File: src/boot_switch_pkg.sv
`default_nettype none
package boot_switch_pkg;

  // Boot selection bank decode
  localparam logic [3:0] CTRL_SERIAL_TAPE = 4'h0;
  localparam logic [3:0] CTRL_FLOPPY_SD   = 4'h1;
  localparam logic [3:0] CTRL_FLOPPY_DD   = 4'h2;
  localparam logic [3:0] CTRL_MASS_STORE  = 4'h3;
  localparam logic [3:0] CTRL_CART_DISK   = 4'h4;
  localparam logic [3:0] CTRL_NONE        = 4'hf;
  localparam logic [5:0] BOOT_INHIBIT     = 6'h00;
  localparam logic [5:0] BOOT_LOOP        = 6'h3f;
  localparam logic [5:0] MSCP_AUTO        = 6'h0f;
  localparam logic [2:0] NET_ID           = 3'h7;
  localparam logic [2:0] NET_LINK_MAX     = 3'h2;
  localparam int         POS_MEM_DIAG     = 6;
  localparam int         POS_ANSI         = 7;

  // Baud bank: console in low nibble, second unit in high nibble
  localparam int         BAUD_CON_LSB     = 0;
  localparam int         BAUD_AUX_LSB     = 4;
  localparam logic [3:0] BANK_9600_CODE   = 4'h1;
  localparam logic [3:0] SEL_9600         = 4'he;
  localparam logic [3:0] SEL_DEFAULT      = 4'he;

  typedef enum logic [1:0] {
    BOOT_DEVICE  = 2'b00,
    BOOT_NETWORK = 2'b01,
    BOOT_SELFTEST= 2'b10,
    BOOT_NONE    = 2'b11
  } boot_mode_t;

  typedef struct packed {
    boot_mode_t mode;
    logic [3:0] ctrl;
    logic [2:0] unit;
    logic       auto_boot;
    logic       mem_diag;
    logic       ansi_term;
    logic       inhibit;
    logic       to_debug;
  } boot_cfg_t;

endpackage
`default_nettype wire
File: src/boot_switch_decoder.sv
`timescale 1ns/1ps
`default_nettype none
module boot_switch_decoder (
  // Clock and reset
  input  wire logic                     CORE_CLK,
  input  wire logic                     RST,
  // Switch banks, bit 0 is position 1
  input  wire logic [7:0]               BOOT_SELECT_BANK,
  input  wire logic [7:0]               BAUD_SELECT_BANK,
  input  wire logic [3:0]               ROTARY_CON,
  input  wire logic [3:0]               ROTARY_AUX,
  input  wire logic                     EXT_CLK_CON,
  input  wire logic                     EXT_CLK_AUX,
  // Decoded configuration
  output logic                          CFG_VALID,
  output boot_switch_pkg::boot_cfg_t    BOOT_CFG,
  output logic                          BOOT_ERROR,
  output logic                          ONLINE_DEBUG_MONITOR,
  output logic [3:0]                    SERIAL_LINE_UNIT_CON_SEL,
  output logic [3:0]                    SERIAL_LINE_UNIT_AUX_SEL,
  output logic [17:0]                   SERIAL_LINE_UNIT_CON_BAUDX2,
  output logic [17:0]                   SERIAL_LINE_UNIT_AUX_BAUDX2
);

  ////////////////////////////////////////////////////////////////////////////
  // Selector code to rate, in half-baud units so 134.5 stays exact
  // rate table
  function automatic logic [17:0] rate_x2(input logic [3:0] sel);
    logic [17:0] r;
    r = 18'h0;
    unique case (sel)
      4'h0: r = 18'd100;
      4'h1: r = 18'd150;
      4'h2: r = 18'd220;
      4'h3: r = 18'd269;
      4'h4: r = 18'd300;
      4'h5: r = 18'd600;
      4'h6: r = 18'd1200;
      4'h7: r = 18'd2400;
      4'h8: r = 18'd3600;
      4'h9: r = 18'd4000;
      4'ha: r = 18'd4800;
      4'hb: r = 18'd7200;
      4'hc: r = 18'd9600;
      4'hd: r = 18'd14400;
      4'he: r = 18'd19200;
      4'hf: r = 18'd38400;
    endcase
    return r;
  endfunction

  // Bank nibble to selector; only the one-hot 9600 setting is defined
  // bank decode
  function automatic logic [3:0] bank_sel(input logic [3:0] nib);
    return (nib == boot_switch_pkg::BANK_9600_CODE) ? boot_switch_pkg::SEL_9600
                                                    : boot_switch_pkg::SEL_DEFAULT;
  endfunction

  ////////////////////////////////////////////////////////////////////////////
  // Combinational decode of the boot bank
  boot_switch_pkg::boot_cfg_t cfg_nxt;
  logic [5:0] low6;
  assign low6 = BOOT_SELECT_BANK[5:0];

  always_comb begin
    cfg_nxt           = '0;
    cfg_nxt.mode      = boot_switch_pkg::BOOT_DEVICE;
    cfg_nxt.ctrl      = boot_switch_pkg::CTRL_NONE;
    cfg_nxt.ansi_term = BOOT_SELECT_BANK[boot_switch_pkg::POS_ANSI];
    cfg_nxt.mem_diag  = BOOT_SELECT_BANK[boot_switch_pkg::POS_MEM_DIAG];
    if (low6 == boot_switch_pkg::BOOT_INHIBIT) begin
      cfg_nxt.mode    = boot_switch_pkg::BOOT_NONE;
      cfg_nxt.inhibit = 1'b1;
    end else if (low6 == boot_switch_pkg::BOOT_LOOP) begin
      cfg_nxt.mode    = boot_switch_pkg::BOOT_SELFTEST;
    end else if (low6[5:3] == boot_switch_pkg::NET_ID) begin
      cfg_nxt.mode    = boot_switch_pkg::BOOT_NETWORK;
      cfg_nxt.unit    = low6[2:0];
      cfg_nxt.to_debug = (low6[2:0] > boot_switch_pkg::NET_LINK_MAX);
    end else if (low6[5:1] == 5'h01) begin
      // tape, one unit bit
      // Position 1 alone carries no type, so it falls through to the error branch
      cfg_nxt.ctrl    = boot_switch_pkg::CTRL_SERIAL_TAPE;
      cfg_nxt.unit    = {2'b00, low6[0]};
    end else if (low6[5:2] == 4'h1) begin
      cfg_nxt.ctrl    = low6[1] ? boot_switch_pkg::CTRL_FLOPPY_DD
                                : boot_switch_pkg::CTRL_FLOPPY_SD;
      cfg_nxt.unit    = {2'b00, low6[0]};
    end else if (low6[5:3] == 3'h1) begin
      cfg_nxt.ctrl    = boot_switch_pkg::CTRL_MASS_STORE;
      cfg_nxt.unit    = low6[2:0];
      cfg_nxt.auto_boot = (low6 == boot_switch_pkg::MSCP_AUTO);
    end else if (low6[5:2] == 4'h4) begin
      cfg_nxt.ctrl    = boot_switch_pkg::CTRL_CART_DISK;
      cfg_nxt.unit    = {1'b0, low6[1:0]};
    end else begin
      cfg_nxt.to_debug = 1'b1;
    end
  end

  ////////////////////////////////////////////////////////////////////////////
  // One-shot capture; switches are static so a single sample suffices
  logic                       taken_r;
  boot_switch_pkg::boot_cfg_t cfg_r;
  logic [3:0]                 con_sel_r;
  logic [3:0]                 aux_sel_r;
  logic                       capture_now;

  // Checks other than a_hold key on this, not on taken_r alone: the release edge still applies reset
  assign capture_now = !RST && !taken_r;

  always_ff @(posedge CORE_CLK) begin
    if (RST) begin
      taken_r <= 1'b0;
    end else begin
      taken_r <= 1'b1;
    end
  end

  always_ff @(posedge CORE_CLK) begin
    if (RST) begin
      cfg_r <= '0;
    end else if (!taken_r) begin
      cfg_r <= cfg_nxt;
    end
  end

  always_ff @(posedge CORE_CLK) begin
    if (RST) begin
      con_sel_r <= boot_switch_pkg::SEL_DEFAULT;
      aux_sel_r <= boot_switch_pkg::SEL_DEFAULT;
    end else if (!taken_r) begin
      con_sel_r <= EXT_CLK_CON ? ROTARY_CON
                 : bank_sel(BAUD_SELECT_BANK[boot_switch_pkg::BAUD_CON_LSB +: 4]);
      aux_sel_r <= EXT_CLK_AUX ? ROTARY_AUX
                 : bank_sel(BAUD_SELECT_BANK[boot_switch_pkg::BAUD_AUX_LSB +: 4]);
    end
  end

  assign CFG_VALID                   = taken_r;
  assign BOOT_CFG                    = cfg_r;
  assign BOOT_ERROR                  = cfg_r.to_debug;
  assign ONLINE_DEBUG_MONITOR        = cfg_r.to_debug;
  assign SERIAL_LINE_UNIT_CON_SEL    = con_sel_r;
  assign SERIAL_LINE_UNIT_AUX_SEL    = aux_sel_r;
  assign SERIAL_LINE_UNIT_CON_BAUDX2 = rate_x2(con_sel_r);
  assign SERIAL_LINE_UNIT_AUX_BAUDX2 = rate_x2(aux_sel_r);
endmodule
`default_nettype wire

File: config.mk
export PLATFORM = sky130hd
export DESIGN_NAME = boot_switch_decoder
export DESIGN_NICKNAME = d
export VERILOG_FILES = /design/src/boot_switch_pkg.sv /design/src/boot_switch_decoder.sv
export SDC_FILE = /design/constraint.sdc
export NUM_CORES = 1
export LEC_CHECK = 0
export BUFFER_PORTS_ARGS = -buffer_cell sky130_fd_sc_hd__buf_2
export CORE_ASPECT_RATIO = 0.7
export CORE_UTILIZATION = 35
export DETAILED_ROUTE_END_ITERATION = 10
export REMOVE_ABC_BUFFERS = 1
export SYNTH_ARGS = -nofsm -noshare
export SYNTH_HDL_FRONTEND = slang
export SYNTH_SLANG_ARGS = --single-unit
File: constraint.sdc
create_clock -name CORE_CLK -period 4.3 [get_ports CORE_CLK]
set_input_delay 0.43 -clock CORE_CLK [delete_from_list [all_inputs] [get_ports CORE_CLK]]
set_output_delay 0.43 -clock CORE_CLK [all_outputs]
set_load 0.05 [all_outputs]
==> impl_metrics.yaml, run 1 <==
logic_synthesis:
  yosys_warnings: 0
  synthFlopType: "dfxtp_1"
  ys_types: 53
  synthTopCellsByCount: "dfxtp_1 (55), nor2_1 (20), inv_1 (19)"
  syn_area_per_cell_um2: 9.692
  seq_area_frac_synth_pct: 43.69
  netlist_top_cells_area: "dfxtp_1 (44%), ha_1 (8.9%), mux2i_1 (6.8%), nor2_1 (3.0%), inv_1 (2.8%)"
  ys_ff_latch: 55
  synthArstFlopShare_pct: 0
  yosysMostFrequentCell: "dfxtp_1"
  synth-edff-count: 0
  yosys.area.top_type: "dfxtp_1"
  synth_top_area_share_pct: 43.69
  netlist_area_um2: 2520
  synth_cells: 260
placed_design:
  gp_congestion: 0.8299
  io_buffers: 76
  dp.final_hpwl_um: 4041
floorplanning:
  ios: 89
  die-area_um2: 7548
  dieHeight_um: 72.99
  rows: 25
  core-area_um2: 6850
  dieWidth_um: 103.4
  initial_core_util_pct: 36.79
final_layout:
  fillCellCount: 667
  syn_to_final_growth_pct: 20.46
  final_util_pct: 44.31
  drive_gt1_share_pct: 29.18
  diodes: 0
  nets: 374
worst_setup_path:
  timing.critical_path.cells: "buf_4 -> nor3b_1 -> a21oi_1 -> inv_1 -> ha_1 -> mux2i_1 -> mux2i_1"
  critPathLaunchType: "flip-flop"
  worstPathArrival_ps: 2500
  worst_setup_path_end_kind: "flip-flop"
  cp_slowest_stage_delay_ps: 650
  path_class: "flip-flop to flip-flop"
  slowest_stage: "a21oi_1"
  critPathMaxFanout: 23
  cpMostUsedCell: "mux2i_1"
  crit_required_ps: 4470
detailed_routing:
  postRouteAntennaNets: 0
  avgViaCountPerCell: 4.709
  drcViolationCount: 0
  drt_first_pass_iters: 4
  drtIter0Drc: 81
  via_count: 1992
  drt-total-wl_um: 5562
  wl_per_cell_um: 13.15
timing:
  setup_viol: 0
  holdWs_ps: 364.6
  tns_ps: 0
  rsz0062_at_grt: "false"
  layout_min_cycle_time_ps: 2330
  drv_slew: 0
  fin_crit_sh_pct: 54.20
  relSlewSlack_pct: 46.52
  max_clock_freq_mhz: 429.1
  hold_viol: 0
  worst_pin_slew_ps: 802.2
  fin_skew_ps: 3.874
clock_network:
  postCtsHoldBufs: 0
  clk_pin_slew_ps: 90
  insertion_delay_ps: 300
  post_cts_resized: 0
  cts_num_sinks: 55
  htree_levels: 2
  root_buffer: "clkbuf_8"
  cts_tree: "yes"
  post_cts_buffers: 0
  clockBufferDepth: 2
  cts_made_buffers: 5
global_route:
  gr-total-overflow: 0
  grt_pass1_wl_um: 9190
  grt_use_total_pct: 15.72
  antenna_found_initial: 0
  grt_pass1_vias: 1873
  grt_max_degree: 25
run_status:
  status: "complete, no violations"
power:
  vdd_ir_drop_max_mv: 0.1508
  p_per_area_nw_per_um2: 379.9
  leakagePower_nw: 1.493
  finalPower_mw: 1.153
hold_path:
  hold_path_class: "input port to flip-flop"
flow_run:
  maxCapViolCount: 0
cells in the final DEF (no fill, tap or decap), types with 9 or more instances in the layout:
master   netlist  routed
mux2i_1       17      17
inv_1         19      19
buf_2          5      76
and3_1         9       9
nand2_1       17      17
dfxtp_1       55      55
ha_1          18      18
nor2_1        20      20
a21oi_1       13      13
per-stage QoR:
stage	area [um2]	cells	worst slack, ps
final	3035	423	1970
after detailed placement	2918	415	1692
after floorplan	2405	243	1877
after CTS	3035	423	1961
after global placement	2918	415	1720
after global routing	3035	423	1740
cells by family (layout without fill, tap and decap cells):
family / after synthesis / in the layout / synth area share (%)
flops: 55 / 55 / 43.69
buf+inv: 41 / 107 / 8.242
simple gates: 73 / 73 / 14.70
mux: 19 / 19 / 7.646
xor+xnor: 1 / 1 / 0.3476
fa+ha+maj: 18 / 18 / 8.938
other cells: 1 / 4 / 0.1488
compound gates: 52 / 52 / 16.29
worst paths after layout:
kind	start	end	slack (ps)	cells after the start
max	CFG_VALID$_DFF_P_	SERIAL_LINE_UNIT_CON_BAUDX2[8]$_DFF_P_	1970	7
min reg2reg	BOOT_CFG[7]$_SDFFE_PP0N_	BOOT_CFG[7]$_SDFFE_PP0N_	470	2
min	BOOT_SELECT_BANK[6]	BOOT_CFG[3]$_SDFFE_PP0N_	360	3
max reg2reg	CFG_VALID$_DFF_P_	SERIAL_LINE_UNIT_CON_BAUDX2[8]$_DFF_P_	1970	7
critical path: cells and delay by family, from the launching register on:
family | cells | cell delay (ps)
compound gates | 1 | 650
buf+inv | 2 | 490
flops | 1 | 320
fa+ha+maj | 1 | 310
mux | 2 | 230
simple gates | 1 | 190
routing by layer:
metal  share of wire [%]  track usage, %  up-vias
li1                    -               -     1034
met1                  54           23.05      910
met2                  41           22.88       43
met3                 4.4           3.257        5
met4                0.81           5.008        0
met5                   0               0        -
cell type report:
class / count / area, um2 / area share [%]
inverters: 21 / 81.33 / 2.679
repair buffers: 78 / 395.4 / 13.03
well taps: 94 / 117.6 / 3.875
multi-input cells: 167 / 1222 / 40.27
clock buffers: 6 / 82.58 / 2.721
clock inverters: 2 / 35.03 / 1.154
flip-flops and latches: 55 / 1101 / 36.27
sequential cells by signal, indices dropped and copies added (netlist names):
signal / flops
SERIAL_LINE_UNIT_CON_SEL: 4
SERIAL_LINE_UNIT_AUX_BAUDX2: 16
BOOT_ERROR: 1
SERIAL_LINE_UNIT_AUX_SEL: 4
CFG_VALID: 1
BOOT_CFG: 13
SERIAL_LINE_UNIT_CON_BAUDX2: 16
power by group:
part | internal [mW] | switching (mW)
logic | 0.0658 | 0.192
clock network | 0.189 | 0.159
registers | 0.538 | 0.00962
Note: power is estimated with default switching activity, not from simulation.
==> run 2: changes to the inputs <==
Clock period 4.3 ns to 1.9 ns, I/O delays scaled along.
==> run 2 against run 1 <==
Net effect:
- worst hold slack lost 230 ps
- combinational power grew 140%
- clock power grew 77%
- count of clock-buffer cells in the layout grew 1
- utilization grew 2.5 points
- final area grew 5.6%
- largest power group unchanged
- highest routed layer unchanged
==> impl_metrics.yaml, run 2 (synthesis results as in run 1) <==
final_layout:
  fillCellCount: 678
  final_cell_mix: "buf_2 (76), dfxtp_1 (54), buf_4 (23), nor2_1 (20), inv_1 (18)"
  layout.area.seq_um2: 1102
  drive_gt1_share_pct: 34.47
  multi_input_area_um2: 1251
  final_util_pct: 46.81
  syn_to_final_growth_pct: 27.26
  nets: 396
  stdcell_count: 445
  diodes: 0
  stdcell_area_um2: 3207
  layout_commonest_cell: "buf_2"
detailed_routing:
  avgViaCountPerCell: 4.739
  via_count: 2109
  drt_first_pass_iters: 4
  wl_per_cell_um: 13.11
  postRouteAntennaNets: 0
  drt-total-wl_um: 5836
  drtIter0Drc: 48
  drcViolationCount: 0
global_route:
  grt_pass1_vias: 1896
  grt_max_degree: 16
  gr-total-overflow: 0
  antenna_found_initial: 0
  use_met1_pct: 23.38
  grt_use_total_pct: 16.05
  busiest_layer: "met1"
  met3_usage_pct: 4.023
  grt_util_met2_pct: 23.18
  grt_pass1_wl_um: 9190
placed_design:
  dp_slack_ps: -159.6
  dp_cells: 437
  placed_area_um2: 3095
  dp.final_hpwl_um: 4517
  gp_congestion: 0.8805
  io_buffers: 76
clock_network:
  insertion_delay_ps: 300
  htree_levels: 2
  cts_made_buffers: 5
  clockBufferDepth: 2
  cts_tree: "yes"
  post_cts_buffers: 0
  cts_num_sinks: 55
  clk_pin_slew_ps: 90
  root_buffer: "clkbuf_8"
  postCtsHoldBufs: 0
power:
  leakagePower_nw: 1.591
  finalPower_mw: 2.479
  p_per_area_nw_per_um2: 773.0
  vdd_ir_drop_max_mv: 0.3409
worst_setup_path:
  worstPathArrival_ps: 2000
  critPathMaxFanout: 7
  critPathLaunchType: "flip-flop"
  path_class: "flip-flop to flip-flop"
  crit_required_ps: 2090
  startpoint: "CFG_VALID$_DFF_P_"
  r2r_start: "CFG_VALID$_DFF_P_"
  worst_setup_path_end_kind: "flip-flop"
timing:
  setup_viol: 0
  fin_crit_sh_pct: 95.35
  drv_slew: 0
  max_clock_freq_mhz: 552.0
  layout_min_cycle_time_ps: 1812
  finalWorstSetupSlack_ps: 88.36
  hold_viol: 0
  fin_skew_ps: 5.398
floorplanning:
  dieWidth_um: 103.4
  ios: 89
  die-area_um2: 7548
  initial_core_util_pct: 36.79
  rows: 25
  core-area_um2: 6850
  dieHeight_um: 72.99
flow_run:
  maxCapViolCount: 0
hold_path:
  hold_path_class: "input port to flip-flop"
  min_from: "BOOT_SELECT_BANK[7]"
run_status:
  status: "complete, no violations"
run 2: final cells by class:
cell class              instances  area share (%)
multi-input cells             167           39.02
flip-flops and latches         55           34.37
repair buffers                100           17.87
well taps                      94           3.668
inverters                      21           2.536
clock buffers                   7           2.380
clock inverters                 1          0.1561
run 2: critical path: stages, from the launching register on:
cell and delay [ps]:
dfxtp_2 360, or2_4 280, o32a_4 410, buf_4 170, ha_1 240, mux2i_1 150, o21ai_0 90
run 2: final timing paths:
path	slack, ps	cells after the start	end
hold / removal	140	3	BOOT_CFG[2]$_SDFFE_PP0N_
setup / recovery	90	6	SERIAL_LINE_UNIT_AUX_BAUDX2[6]$_DFF_P_
hold reg to reg	470	2	BOOT_CFG[7]$_SDFFE_PP0N_
setup reg to reg	90	6	SERIAL_LINE_UNIT_AUX_BAUDX2[6]$_DFF_P_
run 2: per-stage QoR:
| step | setup TNS (ps) | hold slack, ps |
|---|---|---|
| after CTS | 0 | 118.8 |
| after global routing | -4.568 | 138.9 |
| after detailed placement | -622.3 | 445.7 |
| after global placement | -28.03 | 437.4 |
| final | 0 | 139.1 |
| after floorplan | -11540 | 259.1 |
run 2: per-layer routing:
layer | vias up | part of all wire [%]
li1 | 1071 | -
met1 | 981 | 51
met2 | 51 | 43
met3 | 6 | 5.4
met4 | 0 | 0.99
met5 | - | 0
run 2: report_power, final:
part	internal, mW	leakage [nW]	switching [mW]
logic	0.181	1.10	0.443
registers	1.22	0.452	0.0233
clock network	0.260	0.0422	0.353
run 2: timing repair:
item                                    4_1_cts  5_1_grt
gates resized for setup                       3        3
pin swaps                                     2        0
endpoints found under the setup margin       12       12
